## src/include/see_pkg.sv

```systemverilog
package see_pkg;
   // ****************************************************
   // Geometry.
   // ****************************************************
   localparam int ADDR_W = 7;
   localparam int DATA_W = 8;
   localparam int PAGE_W = 3;
   localparam int DEPTH = 128;
   localparam logic [7:0] ERASED = 8'hFF;
   // ****************************************************
   // Select byte layout.
   // ****************************************************
   // Device type code; the value is arbitrary.
   localparam logic [3:0] TYPE_ID = 4'h6;
   localparam int TYPE_HI = 7;
   localparam int TYPE_LO = 4;
   localparam int DIR_BIT = 0;
   localparam logic DIR_READ = 1'b1;
   localparam logic [3:0] BIT_LAST = 4'h7;
   localparam logic [3:0] BIT_ACK = 4'h8;
   // ****************************************************
   // Timing.
   // ****************************************************
   localparam int CLK_MHZ = 100;
   localparam int PROG_MS = 10;
   localparam int PROG_CYC = PROG_MS * 1000 * CLK_MHZ;
   typedef enum logic [4:0] {
      ST_IDLE = 5'b0_0001,
      ST_SEL = 5'b0_0010,
      ST_ADDR = 5'b0_0100,
      ST_WDATA = 5'b0_1000,
      ST_RDATA = 5'b1_0000
   } see_state_t;
endpackage

```

## src/verilog/see_eeprom.sv

```systemverilog
`timescale 1ns/1ns
module see_eeprom #(
   parameter int PROG_CYCLES = see_pkg::PROG_CYC
) (
   // Clock and reset.
   input wire logic mclk,
   input wire logic nrst,
   // Serial bus.
   input wire logic scl,
   input wire logic sda_in,
   output logic sda_out,
   output logic sda_oe,
   // Write enable.
   input wire logic transmit_only_clock_write_enable,
   // Status.
   output logic busy
);
   import see_pkg::*;

   // ****************************************************
   // Input synchronisers.
   // ****************************************************
   logic scl_s;
   logic sda_s;
   logic we_s;
   see_sync u_scl (.mclk(mclk), .nrst(nrst), .din(scl), .dout(scl_s));
   see_sync u_sda (.mclk(mclk), .nrst(nrst), .din(sda_in), .dout(sda_s));
   see_sync u_we (.mclk(mclk), .nrst(nrst),
      .din(transmit_only_clock_write_enable), .dout(we_s));

   logic scl_d;
   logic sda_d;
   logic rise;
   logic fall;
   logic start_c;
   logic stop_c;
   assign rise = scl_s && !scl_d;
   assign fall = !scl_s && scl_d;
   assign start_c = scl_s && scl_d && sda_d && !sda_s;
   assign stop_c = scl_s && scl_d && !sda_d && sda_s;

   // ****************************************************
   // Array and page latches.
   // ****************************************************
   logic [DATA_W-1:0] mem [DEPTH];
   logic [DATA_W-1:0] page [1 << PAGE_W];
   logic [(1 << PAGE_W)-1:0] pmask;
   logic [ADDR_W-1:0] prow;

   // ****************************************************
   // Protocol state.
   // ****************************************************
   see_state_t state;
   see_state_t next_state;
   logic [3:0] bitn;
   logic [3:0] next_bitn;
   logic [DATA_W-1:0] sh;
   logic [DATA_W-1:0] next_sh;
   logic [ADDR_W-1:0] addr;
   logic [ADDR_W-1:0] next_addr;
   logic ack_ok;
   logic next_ack_ok;
   logic next_sda_out;
   logic next_sda_oe;
   logic [31:0] pcnt;
   logic [31:0] next_pcnt;
   logic next_busy;
   logic pend;
   logic next_pend;
   logic wr_pg;
   logic commit;
   logic [DATA_W-1:0] rbyte;
   assign rbyte = mem[addr];

   always_comb begin
      next_state = state;
      next_bitn = bitn;
      next_sh = sh;
      next_addr = addr;
      next_ack_ok = ack_ok;
      next_sda_out = sda_out;
      next_sda_oe = sda_oe;
      next_pcnt = pcnt;
      next_busy = busy;
      next_pend = pend;
      wr_pg = 1'b0;
      commit = 1'b0;
      if (busy) begin
         next_sda_oe = 1'b0;
         next_state = ST_IDLE;
         if (pcnt == 32'(PROG_CYCLES - 1)) begin
            next_busy = 1'b0;
            next_pcnt = '0;
         end else begin
            next_pcnt = pcnt + 32'd1;
         end
      end else if (stop_c) begin
         next_state = ST_IDLE;
         next_sda_oe = 1'b0;
         if (pend) begin
            commit = 1'b1;
            next_pend = 1'b0;
            next_busy = 1'b1;
            next_pcnt = '0;
         end
      end else if (start_c) begin
         next_state = ST_SEL;
         // The clock fall that closes a START wraps the count to zero.
         next_bitn = '1;
         next_sda_oe = 1'b0;
         next_pend = 1'b0;
      end else if (state != ST_IDLE) begin
         if (rise) begin
            if (bitn == BIT_ACK) begin
               if (state == ST_RDATA && sda_s) begin
                  next_state = ST_IDLE;
               end
            end else if (state != ST_RDATA) begin
               next_sh = {sh[DATA_W-2:0], sda_s};
            end
         end
         if (fall) begin
            next_bitn = bitn + 4'd1;
            next_sda_oe = 1'b0;
            if (bitn == BIT_LAST && state != ST_RDATA) begin
               next_ack_ok = 1'b1;
               unique case (state)
                  ST_SEL: begin
                     next_ack_ok = sh[TYPE_HI:TYPE_LO] == TYPE_ID;
                  end
                  ST_ADDR: begin
                     next_addr = sh[ADDR_W-1:0];
                  end
                  ST_WDATA: begin
                     wr_pg = we_s;
                     next_pend = we_s;
                  end
                  default: begin
                  end
               endcase
               next_sda_out = 1'b0;
               next_sda_oe = next_ack_ok;
               if (!next_ack_ok) begin
                  next_state = ST_IDLE;
               end
            end else if (bitn == BIT_ACK) begin
               next_bitn = '0;
               unique case (state)
                  ST_SEL: begin
                     next_state = (sh[DIR_BIT] == DIR_READ) ? ST_RDATA : ST_ADDR;
                  end
                  ST_ADDR: next_state = ST_WDATA;
                  ST_WDATA: begin
                     next_addr = {addr[ADDR_W-1:PAGE_W], addr[PAGE_W-1:0] + 3'd1};
                  end
                  default: begin
                  end
               endcase
               if (next_state == ST_RDATA) begin
                  next_sh = rbyte;
                  next_sda_out = rbyte[DATA_W-1];
                  next_sda_oe = !rbyte[DATA_W-1];
                  next_addr = addr + 7'd1;
               end
            end else if (state == ST_RDATA) begin
               if (bitn == BIT_LAST) begin
                  next_sda_oe = 1'b0;
               end else begin
                  next_sh = {sh[DATA_W-2:0], 1'b1};
                  next_sda_out = sh[DATA_W-2];
                  next_sda_oe = !sh[DATA_W-2];
               end
            end
         end
      end
   end

   always_ff @(posedge mclk or negedge nrst) begin
      if (!nrst) begin
         scl_d <= 1'b1;
         sda_d <= 1'b1;
         state <= ST_IDLE;
         bitn <= '0;
         sh <= '0;
         addr <= '0;
         ack_ok <= 1'b0;
         sda_out <= 1'b0;
         sda_oe <= 1'b0;
         pcnt <= '0;
         busy <= 1'b0;
         pend <= 1'b0;
      end else begin
         scl_d <= scl_s;
         sda_d <= sda_s;
         state <= next_state;
         bitn <= next_bitn;
         sh <= next_sh;
         addr <= next_addr;
         ack_ok <= next_ack_ok;
         sda_out <= next_sda_out;
         sda_oe <= next_sda_oe;
         pcnt <= next_pcnt;
         busy <= next_busy;
         pend <= next_pend;
      end
   end

   // ****************************************************
   // Page latches and array programming.
   // ****************************************************
   always_ff @(posedge mclk or negedge nrst) begin
      if (!nrst) begin
         pmask <= '0;
         prow <= '0;
      end else if (start_c) begin
         pmask <= '0;
      end else if (wr_pg) begin
         pmask[addr[PAGE_W-1:0]] <= 1'b1;
         prow <= addr;
      end else if (commit) begin
         pmask <= '0;
      end
   end

   always_ff @(posedge mclk) begin
      if (wr_pg) begin
         page[addr[PAGE_W-1:0]] <= sh;
      end
   end

   always_ff @(posedge mclk or negedge nrst) begin
      if (!nrst) begin
         for (int i = 0; i < DEPTH; i++) begin
            mem[i] <= ERASED;
         end
      end else if (commit) begin
         for (int j = 0; j < (1 << PAGE_W); j++) begin
            if (pmask[j]) begin
               mem[{prow[ADDR_W-1:PAGE_W], 3'(j)}] <= page[j];
            end
         end
      end
   end
endmodule

```

## src/verilog/see_sync.sv

```systemverilog
`timescale 1ns/1ns
module see_sync (
   // Clock and reset.
   input wire logic mclk,
   input wire logic nrst,
   // Signal.
   input wire logic din,
   output logic dout
);
   logic meta;
   always_ff @(posedge mclk or negedge nrst) begin
      if (!nrst) begin
         meta <= 1'b1;
         dout <= 1'b1;
      end else begin
         meta <= din;
         dout <= meta;
      end
   end
endmodule
```

## config.mk

```make
export PLATFORM = sky130hd
export DESIGN_NAME = see_eeprom
export DESIGN_NICKNAME = d
export VERILOG_FILES = /design/src/include/see_pkg.sv /design/src/verilog/see_eeprom.sv /design/src/verilog/see_sync.sv
export SDC_FILE = /design/constraint.sdc
export NUM_CORES = 2
export LEC_CHECK = 0
export BUFFER_PORTS_ARGS = -buffer_cell sky130_fd_sc_hd__buf_4
export CELL_PAD_IN_SITES_DETAIL_PLACEMENT = 2
export CELL_PAD_IN_SITES_GLOBAL_PLACEMENT = 2
export CORE_MARGIN = 2
export CORE_UTILIZATION = 40
export DETAILED_ROUTE_END_ITERATION = 10
export PLACE_DENSITY = 0.67
export SETUP_SLACK_MARGIN = 0.15
export SLEW_MARGIN = 20
export SYNTH_ARGS = -nofsm -noshare
export SYNTH_HDL_FRONTEND = slang
export SYNTH_SLANG_ARGS = --single-unit
```

## constraint.sdc

```tcl
create_clock -name mclk -period 3.6 [get_ports mclk]
set_input_delay 0.36 -clock mclk [delete_from_list [all_inputs] [get_ports mclk]]
set_output_delay 0.36 -clock mclk [all_outputs]
set_load 0.02 [all_outputs]
```

* After elaboration in Yosys (flattened, before gate mapping)
Memory sizes are Yosys's and may differ from the RTL's. Cells that the tools add are included.
Cells by class: magnitude comparators 19, reduce and logical (&&, ||, !) cells 48, $add $sub $neg 4, equality and inequality tests 14, bitwise gates (word level) 13, multiplexer cells 132
Operators by type and width (count):
- 2-to-1 mux 1024 bit | 15
- bitwise mux 1024 bit | 8
- demux 8 bit (select 7 bit) | 8
- 2-to-1 mux 8 bit | 22
- 2-to-1 mux 32 bit | 4
- 2-to-1 mux 5 bit | 19
- greater-or-equal comparator 8 bit, second input constant | 9
- inverter 7 -> 8 bit | 9
- < comparator 8 x 1 -> 1 bit, second input constant | 8
- binary-select mux 8 bit (select 7 bit) | 1
- 2-to-1 mux 1 bit | 43
- adder 32 x 1 -> 32 bit, second input constant | 1
- equality test 32 x 20 -> 1 bit, second input constant | 1
- 2-to-1 mux 7 bit | 4
- AND reduction 8 bit | 3
- nonzero test 3 bit | 7
- 2-to-1 mux 4 bit | 5
- logical AND 1 bit | 18
- nonzero test 2 bit | 6
- equality test 5 bit, second input constant | 2
- case mux 5 bit (2 select lines) | 1
- equality test 4 x 3 -> 1 bit, second input constant | 2
- bitwise OR 8 bit | 1
- AND reduction 4 bit | 2
- other kinds (21) | 31
Storage, ports and cells: flip-flop bits (word level) 1107, output and inout bits 3, input port bits 5, memory bits (writable) 64, memories 1, word-level logic and storage cells 379
Memory list:
- page | depth 8, width 8, read ports 8, clocked after Yosys merged registers in 0, write ports 1, RTL line see_eeprom.sv:46 | logic [DATA_W-1:0] page [1 << PAGE_W];

* Longest topological paths before layout
word-level depth 28, mapped depth 12, gate-level depth less buffers 9

* Hierarchy
From an unflattened synthesis, not the netlist that was laid out.
Unflattened totals: cells, all modules 4051, area, all modules 54405.9 µm²
By module, submodules not included:
- see_eeprom | area an instance 54248.3 µm², instances 1, cells each 4045, sequential area each 30683.2 µm²
- see_sync | area an instance 52.6 µm², instances 3, cells each 2, sequential area each 52.6 µm²

* Worst setup path after synthesis
No wires, ideal clock.
kind register to register, start register scl_d, end memory page[1][0], enable pin, arrival 2.401 ns, required time 3.202 ns, period minus slack after synthesis 2.799 ns, buffers on the path 1, setup time 0.398 ns, slack 0.801 ns, stages on the path, launching flop included 7, cells stage by stage dfstp_2 > buf_2 > nor2b_1 > nand2_1 > nor3_1 > nand3_1 > nor4_1
On the way: word-level cells in the longest chain between the ends 8, elaborated cells between the ends (all ways) 13, those cells by class mux: 7; reduce/logical: 6
RTL lines:
- from (decl) | RTL line see_eeprom.sv:31 | logic scl_d;
- from (signal assigned) | RTL line see_eeprom.sv:193 | scl_d <= scl_s;
- logical AND 1 bit, on equally long branches | RTL line see_eeprom.sv:38, see_eeprom.sv:39, see_eeprom.sv:40
- 2-to-1 mux 1 bit or logical AND 1 bit (tied branches) | RTL line see_eeprom.sv:122, see_eeprom.sv:39
- 2-to-1 mux 1 bit or logical AND 1 bit (tied branches) | RTL line see_eeprom.sv:112, see_eeprom.sv:39
- 2-to-1 mux 1 bit | RTL line see_eeprom.sv:106 | end else if (start_c) begin
- 2-to-1 mux 1 bit * | RTL line see_eeprom.sv:97 | end else if (stop_c) begin
- 2-to-1 mux 1 bit * | RTL line see_eeprom.sv:88 | if (busy) begin
- 2-to-1 mux 1 bit * | RTL line see_eeprom.sv:226 | if (wr_pg) begin
- 2-to-1 mux 1 bit (not written as such) * | RTL line see_eeprom.sv:227 | page[addr[PAGE_W-1:0]] <= sh;
- to (decl) | RTL line see_eeprom.sv:46
Every way passes the cells marked *; elsewhere a longest branch is shown, timed or not.

* Final worst setup path
start register addr[2], end register sh[3]
On the way: word-level cells in the longest chain between the ends 8
RTL lines:
- from (decl) | RTL line see_eeprom.sv:59 | logic [ADDR_W-1:0] addr;
- from (signal assigned) | RTL line see_eeprom.sv:198 | addr <= next_addr;
- inverter 7 -> 8 bit (not written as such) | RTL line see_eeprom.sv:73 | assign rbyte = mem[addr];
- binary-select mux 8 bit (select 7 bit) | RTL line see_eeprom.sv:73
- 2-to-1 mux 8 bit (not written as such) (2 in a row) | RTL line see_eeprom.sv:73
- 2-to-1 mux 8 bit | RTL line see_eeprom.sv:159 | if (next_state == ST_RDATA) begin
- 2-to-1 mux 8 bit | RTL line see_eeprom.sv:146 | end else if (bitn == BIT_ACK) begin
- 2-to-1 mux 8 bit | RTL line see_eeprom.sv:125 | if (bitn == BIT_LAST && state != ST_RDATA) begin
- 2-to-1 mux 8 bit | RTL line see_eeprom.sv:122 | if (fall) begin
- to (signal assigned) | RTL line see_eeprom.sv:197 | sh <= next_sh;
- to (decl) | RTL line see_eeprom.sv:57 | logic [DATA_W-1:0] sh;
Every way passes these cells. The select of a mux whose other input is x is not followed. A chain may end at the register's enable or synchronous reset.

==> impl_metrics.env <==
export IMPL_path_cells="nor2b_4, buf_4, a221o_1, o21ai_0, a31oi_1, a32oi_1, and3_1, o31ai_1"
export IMPL_maxSlewHeadroom_pct=11.0
export IMPL_die_x_microns=374
export IMPL_start_util_pct=40.4
export IMPL_dieArea_sq_um=140000
export IMPL_ys_ff_latch=1168
export IMPL_worst_pin_slew_ns=1.34
export IMPL_fmax_ghz=0.288
export IMPL_synth_common_cells="mux2_2 (1111), dfstp_2 (1033), nand2_1 (215)"
export IMPL_num_rows=135
export IMPL_final_layout_size_suffix_gt1_share_pct=64.7
export IMPL_hold_class="primary input to async pin"
export IMPL_setup_tns_final_ns=0
export IMPL_path_clk_slew_ns=0.06
export IMPL_clock_path_buffers=3
export IMPL_synth_cell_type_count=97
export IMPL_synth_warnings=0
export IMPL_finClkSkew_ns=0.0356
export IMPL_synth_fp_nets=4029
export IMPL_via_per_inst=6.75
export IMPL_yosysTopAreaCellShare_pct=49.6
export IMPL_dp_cells=5868
export IMPL_dp_slack_ns=0.101
export IMPL_r2r_start="addr[2]$_DFFE_PN0P_"
export IMPL_slew_violations=0
export IMPL_area_growth_pct=15.8
export IMPL_gp_congestion=0.959
export IMPL_vdd_drop_max_mv=0.402
export IMPL_end_kind="register"
export IMPL_overflow=0
export IMPL_dr_pass1_iters=6
export IMPL_worst_setup_path_start_kind="register"
export IMPL_port_buffers=7
export IMPL_wirelength_microns=269000
export IMPL_htree_levels=4
export IMPL_core_area_sq_um=136000
export IMPL_syn_inst=4020
export IMPL_ant_nets=0
export IMPL_die_h_microns=374
export IMPL_cts_sinks=1168
export IMPL_cts_tree="built"
export IMPL_finalCritPeriodShare_pct=96.3
export IMPL_routedWlPerCell_microns=43.7
export IMPL_holdWs_ns=0.233
export IMPL_crit_path_max_incr_delay_ns=0.98
export IMPL_route_detailed_drc=0
export IMPL_synth_area_sq_um=54800
export IMPL_yosysTopAreaCell="dfstp_2"
export IMPL_p_leak_nw=25.1
export IMPL_r2r_end="sh[3]$_DFFE_PN0P_"
export IMPL_grt_pass1_wl_microns=368000
export IMPL_grt_use_total_pct=38.1
export IMPL_totalPowerFinal_mw=28.2
export IMPL_numCtsBuffers=137
export IMPL_num_vias=41500
export IMPL_cpMaxStageDelayCell="nor2b_4"
export IMPL_outcome="complete, no violations"
export IMPL_syn_area_per_cell_sq_um=13.6
export IMPL_ys_seq_area_share_pct=56.3
export IMPL_hold_viol_final=0
export IMPL_rsz0062_at_grt="yes"
export IMPL_layout_nets=4244
export IMPL_clk_root_buffer_cell="clkbuf_16"
export IMPL_dpl_hpwl_microns=177000
export IMPL_synth_edff_count=64
export IMPL_rr_worst_depth=8
export IMPL_antenna_found_initial=63
export IMPL_ys_top_cells_by_area="dfstp_2 (50%), mux2_2 (23%), edfxtp_1 (3.5%)"
export IMPL_synth_ff_type="dfstp_2"
export IMPL_pin_count=8
export IMPL_critPathRequiredTime_ns=4.31
export IMPL_final_cells=6156
export IMPL_crit_type="register to register"
export IMPL_r2r_slack_ns=0.13
export IMPL_post_synth_top_count_cell="mux2_2"
export IMPL_period_minus_slack_ns=3.47
export IMPL_maxCapViolCount=0
export IMPL_synthArstFlopShare_pct=94.5
export IMPL_worst_path_max_fanout=18
export IMPL_grt_max_degree=104
export IMPL_fin_ws_ns=0.132
export IMPL_powerDensity_nw_per_um2=445
export IMPL_drtIter0Drc=4708
export IMPL_arrival_ns=4.18
export IMPL_setup_viol=0
export IMPL_clock_latency_ns=0.80
export IMPL_grt_pass1_vias=42700
-- flip-flops by register name, summed over array words and instances, names as in the netlist, 4 cells and up --
signal / cells
prow: 4
pmask: 8
page: 64
mem: 1024
bitn: 4
pcnt: 32
addr: 7
state: 5
sh: 8
-- critical path, delay by kind of cell, from the launching register on --
kind	cells	cell delay (ns)
buffers and inverters	1	0.35
AOI/OAI and AO/OA	5	1.17
DFF	1	0.61
and+or+nand+nor	2	1.23
-- cell usage in the layout, fill, tap and decap left out, drive strengths merged, types with 32 or more instances in the layout --
cell	synthesis	routed
dfstp	1033	1033
nand2	223	223
mux2i	103	103
nand3	48	48
a21oi	149	149
diode	0	41
edfxtp	64	64
a221oi	93	93
clkbuf	110	204
a22oi	109	109
nor2	159	159
o211ai	48	48
dfrtp	71	71
a22o	41	41
a221o	32	32
buf	149	331
mux2	1113	1113
o21ai	119	119
-- logic make-up after synthesis --
kind of cell             share of synthesized area [%]
buffers and inverters                             2.60
XOR/XNOR                                        0.0160
flip-flops                                        56.3
AO/OA/AOI/OAI                                     9.91
multiplexers                                      25.4
adder cells (fa/ha/maj)                         0.0914
AND/OR/NAND/NOR                                   5.69
-- stage by stage --
stage	instance area (sq um)	utilization (%)
global placement	58600	43.2
finish	63400	46.8
global route	63300	46.7
detailed placement	58700	43.3
CTS	63200	46.6
floorplan	54800	-
-- cell type report --
class                      count  area (sq um)
antenna                       41           103
clock buffer                 204          4100
clock inverter                34           383
fill                       12900         72200
inverter                      14          53.8
multi-input combinational   2579         22600
sequential                  1168         30900
tap                         1781          2230
timing repair buffer         335          3110
-- metal layers --
layer	up-vias	GRT usage [%]	wire length, microns
met4	24	23.4	17900
li1	15500	-	-
met2	2681	57.2	120000
met3	868	9.61	26400
met5	-	0	155
met1	22400	49.4	104000
-- worst max-delay path by stage --
stage / end / startpoint / cells past startpoint / slack [ns]
2_1_floorplan: page[1][0]$_DFFE_PP_ / scl_d$_DFF_PN1_ / 6 / 0.80
3_3_place_gp: sh[5]$_DFFE_PN0P_ / addr[2]$_DFFE_PN0P_ / 10 / 0.07
3_5_place_dp: sh[0]$_DFFE_PN0P_ / addr[2]$_DFFE_PN0P_ / 10 / 0.10
4_1_cts: sh[7]$_DFFE_PN0P_ / addr[0]$_DFFE_PN0P_ / 8 / 0.15
5_1_grt: addr[2]$_DFFE_PN0P_ / u_sda.dout$_DFF_PN1_ / 6 / 0.14
6_report: sh[3]$_DFFE_PN0P_ / addr[2]$_DFFE_PN0P_ / 8 / 0.13
-- power by group --
group	internal (mW)	total, mW	switching [mW]
registers	13.4	13.5	0.0954
logic	0.126	0.543	0.416
clock network	8.28	14.2	5.93
-- what timing repair did --
item | CTS | global route
setup buffers | 0 | 1
setup endpoints to repair | 5 | 5
hold buffers | 4 | 0
gates resized for setup | 5 | 4
hold endpoints to repair | 19 | 0
Note: power is estimated with default switching activity, not from simulation.
